<file path="config.mk">
export PLATFORM = sky130hd
export DESIGN_NAME = sps_startup_sequencer
export DESIGN_NICKNAME = d
export VERILOG_FILES = /design/src/verilog/sps_pkg.sv /design/src/verilog/sps_startup_sequencer.sv
export VERILOG_INCLUDE_DIRS = /design/src /design/src/verilog
export SDC_FILE = /design/constraint.sdc
export NUM_CORES = 1
export LEC_CHECK = 0
export ABC_AREA = 1
export BUFFER_PORTS_ARGS = -buffer_cell sky130_fd_sc_hd__clkbuf_2
export CAP_MARGIN = 15
export CORE_UTILIZATION = 30
export DETAILED_ROUTE_END_ITERATION = 16
export PLACE_DENSITY_LB_ADDON = 0.3
export SLEW_MARGIN = 40
export SYNTH_ARGS = -nofsm -noshare
export SYNTH_HDL_FRONTEND = slang
export SYNTH_SLANG_ARGS = --single-unit
</file>
<file path="constraint.sdc">
create_clock -name mclk -period 2.1 [get_ports mclk]
set_clock_uncertainty 0.15 [all_clocks]
set_input_delay 0.21 -clock mclk [delete_from_list [all_inputs] [get_ports mclk]]
set_output_delay 0.21 -clock mclk [all_outputs]
set_load 0.005 [all_outputs]
</file>
<file path="src/verilog/sps_map.svh">
// Register offsets, field positions, reset values and codes of the sequencer
`ifndef SPS_MAP_SVH
`define SPS_MAP_SVH

// Byte offsets on the APB register bus
`define SPS_CTRL_OFS      12'h000
`define SPS_CFG_OFS       12'h004
`define SPS_STAT_OFS      12'h008

// Control register bits
`define SPS_CTRL_START    0
`define SPS_CTRL_PIPE     1

// Configuration register field positions, four bits each
`define SPS_CFG_DONE_LSB  0
`define SPS_CFG_TRI_LSB   4
`define SPS_CFG_WEN_LSB   8
`define SPS_CFG_LOCK_LSB  12
`define SPS_CFG_MATCH_LSB 16

// Reset value: match no-wait, lock no-wait, enable 6, release 5, done 4
`define SPS_CFG_RESET     20'hff654

// Selection codes beyond the plain phase numbers 0 to 6
`define SPS_SEL_DONE      4'he
`define SPS_SEL_KEEP      4'hf
`define SPS_SEL_SKIP      4'hf

// Last numbered phase before the sequence finishes
`define SPS_LAST_PHASE    3'h6

// Status register bit positions
`define SPS_STAT_PHASE    0
`define SPS_STAT_RUN      4
`define SPS_STAT_DONE     5
`define SPS_STAT_TRI      6
`define SPS_STAT_WEN      7
`define SPS_STAT_LSTALL   8
`define SPS_STAT_MSTALL   9
`define SPS_STAT_FIN      10

`endif

</file>
<file path="src/verilog/sps_pkg.sv">
// Types shared by the startup phase sequencer
package sps_pkg;

   // Sequencer states
   typedef enum logic [1:0] {
      SPS_IDLE,
      SPS_RUN,
      SPS_FIN
   } sps_state_t;

   // Phase selections held in the configuration register
   typedef struct packed {
      logic [3:0] matchSel;
      logic [3:0] lockSel;
      logic [3:0] wenSel;
      logic [3:0] triSel;
      logic [3:0] doneSel;
   } sps_cfg_t;

   // Global startup controls driven out to the fabric
   typedef struct packed {
      logic configDone;
      logic ioTristate;
      logic writeEnable;
      logic bramEnable;
   } sps_out_t;

endpackage : sps_pkg

</file>
<file path="src/verilog/sps_startup_sequencer.sv">
// Startup phase sequencer with APB control and status registers
`timescale 1ns/100ps
`include "sps_map.svh"

module sps_startup_sequencer
   import sps_pkg::*;
(
   input  wire logic        mclk,
   input  wire logic        rstn,
   input  wire logic        ce,
   input  wire logic [11:0] paddr,
   input  wire logic        psel,
   input  wire logic        penable,
   input  wire logic        pwrite,
   input  wire logic [31:0] pwdata,
   input  wire logic [3:0]  pstrb,
   output logic      [31:0] prdata,
   output logic             pready,
   output logic             pslverr,
   input  wire logic        lockIn,
   input  wire logic        matchIn,
   output sps_out_t         startOut
);

   sps_state_t state;
   sps_cfg_t   cfg;
   logic [2:0] phase;
   logic       pipeEn;
   logic       startReq;
   logic       doneRaw;
   logic       doneLate;
   logic       ioTristate;
   logic       writeEnable;
   logic       lockStall;
   logic       matchStall;
   logic       stall;
   logic       advance;
   logic       enter;
   logic [3:0] entryNum;
   logic [3:0] triEff;
   logic [3:0] wenEff;
   logic       apbSetup;
   logic       apbWr;
   logic       addrHit;
   logic       running;
   logic [31:0] statWord;

   // Bus decode; zero wait states, frozen with the clock enable
   assign apbSetup = psel & ~penable & ce;
   assign apbWr    = psel & penable & pwrite & ce;
   assign addrHit  = (paddr == `SPS_CTRL_OFS) | (paddr == `SPS_CFG_OFS) |
                     (paddr == `SPS_STAT_OFS);
   assign pready   = ce;
   assign pslverr  = psel & penable & ~addrHit;

   // Start request pulse, only meaningful while idle
   always_ff @(posedge mclk) begin
      if (!rstn) begin
         startReq <= 1'b0;
      end else if (ce) begin
         startReq <= apbWr & (paddr == `SPS_CTRL_OFS) & pstrb[0] &
                     pwdata[`SPS_CTRL_START];
      end
   end

   // Pipeline option bit, may change at any time
   always_ff @(posedge mclk) begin
      if (!rstn) begin
         pipeEn <= 1'b0;
      end else if (apbWr && paddr == `SPS_CTRL_OFS && pstrb[0]) begin
         pipeEn <= pwdata[`SPS_CTRL_PIPE];
      end
   end

   // Phase selections; locked while running so a sequence stays coherent
   always_ff @(posedge mclk) begin
      if (!rstn) begin
         cfg <= `SPS_CFG_RESET;
      end else if (apbWr && paddr == `SPS_CFG_OFS && state == SPS_IDLE) begin
         if (pstrb[0]) begin
            cfg[7:0] <= pwdata[7:0];
         end
         if (pstrb[1]) begin
            cfg[15:8] <= pwdata[15:8];
         end
         if (pstrb[2]) begin
            cfg[19:16] <= pwdata[19:16];
         end
      end
   end

   // Stall terms; calibration length is outside our control
   assign running    = (state == SPS_RUN);
   assign lockStall  = running & (cfg.lockSel == {1'b0, phase}) &
                       ~lockIn;
   assign matchStall = running & (cfg.matchSel == {1'b0, phase}) &
                       ~matchIn;
   assign stall      = lockStall | matchStall;

   // Advance one phase per enabled cycle unless stalled
   assign advance  = ce & running & ~stall;
   assign enter    = (ce & (state == SPS_IDLE) & startReq) |
                     (advance & (phase != `SPS_LAST_PHASE));
   assign entryNum = (state == SPS_IDLE) ? 4'h0 : {1'b0, phase + 3'h1};

   // Done option maps onto the completion phase; keep never matches
   assign triEff = (cfg.triSel == `SPS_SEL_DONE) ? cfg.doneSel
                                                 : cfg.triSel;
   assign wenEff = (cfg.wenSel == `SPS_SEL_DONE) ? cfg.doneSel
                                                 : cfg.wenSel;

   // Sequencer state; one pass per reset
   always_ff @(posedge mclk) begin
      if (!rstn) begin
         state <= SPS_IDLE;
      end else if (ce) begin
         unique case (state)
            SPS_IDLE: begin
               if (startReq) begin
                  state <= SPS_RUN;
               end
            end
            SPS_RUN: begin
               if (advance && phase == `SPS_LAST_PHASE) begin
                  state <= SPS_FIN;
               end
            end
            SPS_FIN: begin
               state <= SPS_FIN;
            end
         endcase
      end
   end

   // Phase counter
   always_ff @(posedge mclk) begin
      if (!rstn) begin
         phase <= 3'h0;
      end else if (enter) begin
         phase <= entryNum[2:0];
      end
   end

   // Completion flag set on entry to its phase
   always_ff @(posedge mclk) begin
      if (!rstn) begin
         doneRaw <= 1'b0;
      end else if (enter && cfg.doneSel == entryNum) begin
         doneRaw <= 1'b1;
      end
   end

   // One extra stage for the pipelined completion output
   always_ff @(posedge mclk) begin
      if (!rstn) begin
         doneLate <= 1'b0;
      end else if (ce) begin
         doneLate <= doneRaw;
      end
   end

   // I/O buffers stay tristated until the release phase
   always_ff @(posedge mclk) begin
      if (!rstn) begin
         ioTristate <= 1'b1;
      end else if (enter && triEff == entryNum) begin
         ioTristate <= 1'b0;
      end
   end

   // Global write enable; block RAM shares it so it cannot run early
   always_ff @(posedge mclk) begin
      if (!rstn) begin
         writeEnable <= 1'b0;
      end else if (enter && wenEff == entryNum) begin
         writeEnable <= 1'b1;
      end
   end

   // Outputs; completion stays high so the source may stop clocking
   assign startOut.configDone  = pipeEn ? doneLate : doneRaw;
   assign startOut.ioTristate  = ioTristate;
   assign startOut.writeEnable = writeEnable;
   assign startOut.bramEnable  = writeEnable;

   // Status word assembly
   always_comb begin
      statWord = 32'h0000_0000;
      statWord[`SPS_STAT_PHASE +: 3] = phase;
      statWord[`SPS_STAT_RUN]        = running;
      statWord[`SPS_STAT_DONE]       = startOut.configDone;
      statWord[`SPS_STAT_TRI]        = ioTristate;
      statWord[`SPS_STAT_WEN]        = writeEnable;
      statWord[`SPS_STAT_LSTALL]     = lockStall;
      statWord[`SPS_STAT_MSTALL]     = matchStall;
      statWord[`SPS_STAT_FIN]        = (state == SPS_FIN);
   end

   // Read data captured in the setup cycle, stable through access
   always_ff @(posedge mclk) begin
      if (!rstn) begin
         prdata <= 32'h0000_0000;
      end else if (apbSetup && !pwrite) begin
         unique case (paddr)
            `SPS_CTRL_OFS: prdata <= {30'h0, pipeEn, 1'b0};
            `SPS_CFG_OFS:  prdata <= {12'h000, cfg};
            `SPS_STAT_OFS: prdata <= statWord;
            default:       prdata <= 32'h0000_0000;
         endcase
      end
   end
endmodule : sps_startup_sequencer

</file>
* Yosys cells after proc, flatten, opt, wreduce, memory -nomap -nowiden
Cells that the tools add are included.
** Operators by class
- $add $sub $neg :: 1
- Eq/ne operators :: 15
- Muxes and demuxes :: 8
- Bitwise gates (word level) :: 27
- Reductions and logical operators :: 16
** Operators by type and width (number)
- 20-bit one-hot mux with 3 select lines :: 1
- 4-bit by 3-bit equality test with 1-bit output :: 5
- 1-bit AND :: 18
- 12-bit by 3-bit equality test with 1-bit output (second input constant) :: 1
- 12-bit by 4-bit equality test with 1-bit output (second input constant) :: 1
- 12-bit zero test :: 1
- 1-bit logical AND :: 9
- 4-bit equality test (second input constant) :: 2
- 4-bit two-way mux :: 2
- 2-bit one-hot mux with 3 select lines :: 1
- 2-bit AND reduction :: 3
- 1-bit NOT :: 5
- 2-bit two-way mux :: 2
- 1-bit bitwise OR :: 4
- 3-bit by 1-bit adder with 3-bit output (second input constant) :: 1
- 3-bit equality test (second input constant) :: 1
- 3-bit two-way mux :: 1
- 3-bit inequality test (second input constant) :: 1
- 3-bit AND reduction :: 1
- 2-bit by 1-bit equality test with 1-bit output (second input constant) :: 1
- 2-bit equality test (second input constant) :: 1
- 2-bit zero test :: 1
- 2-bit by 1-bit inequality test with 1-bit output (second input constant) :: 1
- 2-bit inequality test (second input constant) :: 1
- 2 further kinds :: 2
** Storage, ports and cells
- Bits in registers :: 63
- Input port bits :: 56
- Output and inout port bits :: 38

* Depth between registers and ports, before layout
- Depth after elaboration :: 9
- Mapped depth :: 11

* Worst setup path before layout
No wires, ideal clock.
- Kind :: reg2reg
- From :: register phase[0]
- To :: register doneRaw
- Library setup time :: 70 ps
- Arrival time :: 1542 ps
- Path slack :: 338 ps
- Stages on the path, launching flop included :: 10
- Path buffers :: 0
- Period minus slack after synthesis :: 1762 ps
- Path through :: dfxtp_1 > inv_1 > ha_1 > nor2_1 > inv_1 > a21oi_1 > o21ai_0 > nor3_1 > nand2_1 > a21oi_1
** On the way
- Word-level cells in the longest chain between the ends :: 9
** Ends and longest elaborated chain
- from (decl) :: line sps_startup_sequencer.sv:27 : logic [2:0] phase;
- from (signal assigned) :: line sps_startup_sequencer.sv:140 : phase <= entryNum[2:0];
- 4-bit by 3-bit equality test with 1-bit output (on tied branches) :: line sps_startup_sequencer.sv:94, sps_startup_sequencer.sv:96
- 1-bit AND (on tied branches) (2 in series) :: line sps_startup_sequencer.sv:94, sps_startup_sequencer.sv:96
- 1-bit bitwise OR :: line sps_startup_sequencer.sv:98 : assign stall = lockStall | matchStall;
- 1-bit NOT :: line sps_startup_sequencer.sv:101 : assign advance = ce & running & ~stall;
- 1-bit AND :: line sps_startup_sequencer.sv:101
- 1-bit AND :: line sps_startup_sequencer.sv:103 : (advance & (phase != `SPS_LAST_PHASE));
- 1-bit bitwise OR :: line sps_startup_sequencer.sv:102 : assign enter = (ce & (state == SPS_IDLE) & startReq) |
- 1-bit logical AND (*) :: line sps_startup_sequencer.sv:148 : end else if (enter && cfg.doneSel == entryNum) begin
- to (signal assigned) :: line sps_startup_sequencer.sv:147 : doneRaw <= 1'b0;
- to (signal assigned) :: line sps_startup_sequencer.sv:149 : doneRaw <= 1'b1;
- to (decl) :: line sps_startup_sequencer.sv:30 : logic doneRaw;
Every way passes the cells marked *; elsewhere a longest branch is shown, timed or not.
A chain may end at the register's enable or synchronous reset.

* Final worst setup path
- From :: register state[1]
- To :: register phase[2]
** On the way
- Word-level cells in the longest chain between the ends :: 8
** Ends and longest elaborated chain
- from (decl) :: line sps_startup_sequencer.sv:25 : sps_state_t state;
- from (signal assigned) :: line sps_startup_sequencer.sv:115 : state <= SPS_IDLE;
- from (signal assigned) :: line sps_startup_sequencer.sv:120 : state <= SPS_RUN;
- from (signal assigned) :: line sps_startup_sequencer.sv:125 : state <= SPS_FIN;
- 2-bit by 1-bit equality test with 1-bit output :: line sps_startup_sequencer.sv:93 : assign running = (state == SPS_RUN);
- 1-bit AND (on tied branches) (2 in series) :: line sps_startup_sequencer.sv:94, sps_startup_sequencer.sv:96
- 1-bit bitwise OR :: line sps_startup_sequencer.sv:98
- 1-bit NOT :: line sps_startup_sequencer.sv:101
- 1-bit AND :: line sps_startup_sequencer.sv:101
- 1-bit AND :: line sps_startup_sequencer.sv:103
- 1-bit bitwise OR :: line sps_startup_sequencer.sv:102
Parallel ways exist; a longest one is shown, timed or not.

==> run metrics <==
sequential fraction of design power 56.9%; overall die area 0.00943 sq mm; iteration-0 DRC count of the detailed router 187; Post-Synthesis Cells 404; antenna-violating nets left 0; simple-gate portion of the synthesized area 30.8%; post-DR vias/cell 4.70; HP Class input port to flop; post-layout min period 1850 ps; crit path launch type flop; number of buffers created by CTS 5; flip-flop and latch count after synthesis 51; leak pwr 0.00160 uW; aggregate negative setup slack 0 ps; Die Height 97.1 um; unrepaired setup endpoints after global routing false; final worst-path setup slack 253 ps; layer with the highest usage met2; total of max-cap violations 0; share of synthesized flip-flops with an asynchronous set or reset 0%; most common cell after layout, fill and taps aside sky130_fd_sc_hd__nand2_1; fraction of the mapped netlist area in compound gates 15.1%; worst-margin pin slew between 500 and 600 ps; most frequently used flop master after synthesis sky130_fd_sc_hd__dfxtp_1; met2 routing resource usage after global routing 28.4%; final count of hold timing violations 0; placer congestion estimate 0.834; adder and majority cell fraction of the synthesized area under 10%; clock tree from TritonCTS built; Max-slew headroom just over 60%; crit end category flop; number of antenna violations at the first check in global routing 0; netlist area before placement 0.00271 sq mm; via count of the first global-routing pass 2680; share of cells above drive strength 1 19.5%; cell with the largest stage delay on the worst path sky130_fd_sc_hd__dfxtp_1; switching power as a share of total power 24.0%; relative contribution of combinational cells to total power about 7.7%; area taken by flip-flops and latches 0.00102 sq mm; maximum fanout count along the critical path 7; top cell family by delay on the critical path simple AND/OR/NAND/NOR gates; CP cell instances inv_1 > ha_1 > nand3_1 > nor2_1 > nand2_1 > nand4_1 > nand2_1 > inv_1 > a21oi_1 > nor2_1; Final Slew Violations 0; maximum VDD drop between 0.0003 and 0.0004 V; total area of multi-input combinational cells about 0.0014 sq mm; internal power 1310 uW; average cell area after synthesis 6.72 sq um; fraction of met3 tracks used by global routing about 2.5%; starting density of the core 31.1%; Required @ worst endpoint 2170 ps; Yosys cell types 30; pin count of the biggest net entering global routing 36; clock sink count roughly 50; upper clock frequency limit 541 MHz; Final Cycle Share 87.9%; count of pins on the block boundary 94; vias post-DR 2778; floorplan die width 97.1 um; Detail Placement HPWL about 5600 um; number of warnings issued by yosys 0; net count reported at finish 543; xor and xnor fraction of the mapped netlist area under 10%; first-pass GRT wire length 12500 um; GR Overflow Total 0; stage delay of the slowest cell on the critical path 360 ps; aggregate routed wire length roughly 7400 um; commonest cells after routing, fill and taps aside sky130_fd_sc_hd__nand2_1 (99), sky130_fd_sc_hd__clkbuf_2 (68), sky130_fd_sc_hd__dfxtp_1 (50); routed length per instance approximately 12 um; type of the worst setup path flop to flop; share of synthesized area occupied by flip-flops and latches 37.6%; core footprint around 0.0087 sq mm; GRT met1 Usage 21.2%; arrival time worst endpoint 1910 ps; CP bufs+invs 2; multiplexer fraction of the synthesized cell area 0%; Clk Latency, worst-skew pair 310 ps; Cell Pwr Density 514 mW/mm^2; portion of total power attributed to the clock network ~35%; buffers added on ports 68; status complete, no violations; final number of setup-violating endpoints 0; Fill cells roughly 950; number of rows in the core area 34; ANT cells 0; switching power of the nets 413 uW; CTS Root Buffer Type sky130_fd_sc_hd__clkbuf_8; count of buffers added by post-CTS timing repair for setup 0; final routed DRC violation total 0; length of the first detailed-routing pass in iterations 4; Placement Setup Slack 227 ps; number of buffers on the longest clock path 2; dominant combinational cell family by area after synthesis simple AND/OR/NAND/NOR gates; clock-pin slew of the registers on the worst-case setup and hold paths 100 ps; Post-synth EDFFs 0; total track usage 16.4%; # H-tree levels 2; layout overhead on the synthesized area 23.1%
## layout make-up
type                       instances  share of cell area [%]
clock buffer                       6                    2.47
clock inverter                     2                   0.487
inverter                          44                    4.94
multi-input combinational        291                    41.6
sequential                        51                    30.6
tap                              108                    4.04
timing repair buffer              89                    15.9
## power groups by stage
| stage | sequential [uW] | combinational [uW] | clock [uW] |
|---|---|---|---|
| floorplan | 1000 | 64.7 | 0 |
| global placement | 1000 | 113 | 0 |
| detailed placement | 999 | 115 | 0 |
| CTS | 977 | 134 | 628 |
| global route | 979 | 149 | 672 |
| finish | 977 | 133 | 608 |
## logic make-up after synthesis
| group | after synthesis |
|---|---|
| AOI/OAI and AO/OA | 78 |
| xor gates and xnor gates | 4 |
| adders and majority gates | 5 |
| buffers and inverters | 73 |
| DFF | 51 |
| other | 1 |
| and+or+nand+nor | 192 |
## worst paths after layout
check,start,endpoint,slack (ps),cells past startpoint
setup / recovery,state[1],phase[2],250,10
hold / removal,pwdata[11],cfg[11],8,3
setup reg to reg,state[1],phase[2],250,10
hold reg to reg,prdata[7],prdata[7],320,2
## state kept, by name, summed over array words and instances (netlist names)
name         cells
pipeEn           1
ioTristate       1
phase            3
cfg             20
startReq         1
doneRaw          1
writeEnable      1
doneLate         1
prdata          20
state            2
## stage by stage
step	util (%)	total power (uW)	hold WS (ps)	cell area (sq um)	instances
floorplan	-	1060	154	2760	415
CTS	38.3	1740	7.76	3340	591
global placement	35.7	1110	302	3110	570
finish	38.3	1720	7.87	3340	591
detailed placement	35.7	1110	303	3110	570
global route	38.3	1800	19.4	3340	591
## worst reg2reg max path, cell delays in order, from the launching register on
cell	delay (ps)
sky130_fd_sc_hd__dfxtp_1	360
sky130_fd_sc_hd__inv_1	70
sky130_fd_sc_hd__ha_1	250
sky130_fd_sc_hd__nand3_1	110
sky130_fd_sc_hd__nor2_1	50
sky130_fd_sc_hd__nand2_1	110
sky130_fd_sc_hd__nand4_1	110
sky130_fd_sc_hd__nand2_1	240
sky130_fd_sc_hd__inv_1	120
sky130_fd_sc_hd__a21oi_1	140
sky130_fd_sc_hd__nor2_1	50
## synthesized netlist by cell type (4+ instances only)
| master | count | area share, % |
|---|---|---|
| sky130_fd_sc_hd__nor2_1 | 34 | 4.7 |
| sky130_fd_sc_hd__ha_1 | 5 | 2.3 |
| sky130_fd_sc_hd__a21oi_1 | 35 | 6.5 |
| sky130_fd_sc_hd__clkbuf_1 | 9 | 1.2 |
| sky130_fd_sc_hd__buf_4 | 16 | 4.4 |
| sky130_fd_sc_hd__o22ai_1 | 4 | 0.92 |
| sky130_fd_sc_hd__inv_1 | 44 | 6.1 |
| sky130_fd_sc_hd__o21ai_0 | 32 | 5.9 |
| sky130_fd_sc_hd__nand3_1 | 41 | 7.6 |
| sky130_fd_sc_hd__nand2_1 | 99 | 14 |
| sky130_fd_sc_hd__dfxtp_1 | 51 | 38 |
| sky130_fd_sc_hd__nor3_1 | 6 | 1.1 |
## what timing repair did
item | 4_1_cts | 5_1_grt
hold buffers | 13 | 0
gates resized for setup | 0 | 1
endpoints found under the setup margin | 0 | 1
hold endpoints to repair | 13 | 0
## routing by layer
layer  part of all wire (%)  routed length, um
met1                     46               3370
met5                      0                  0
met3                    5.7                423
met2                     48               3530
met4                   0.80                 59
No activity file was read; power rests on OpenSTA's default activity.
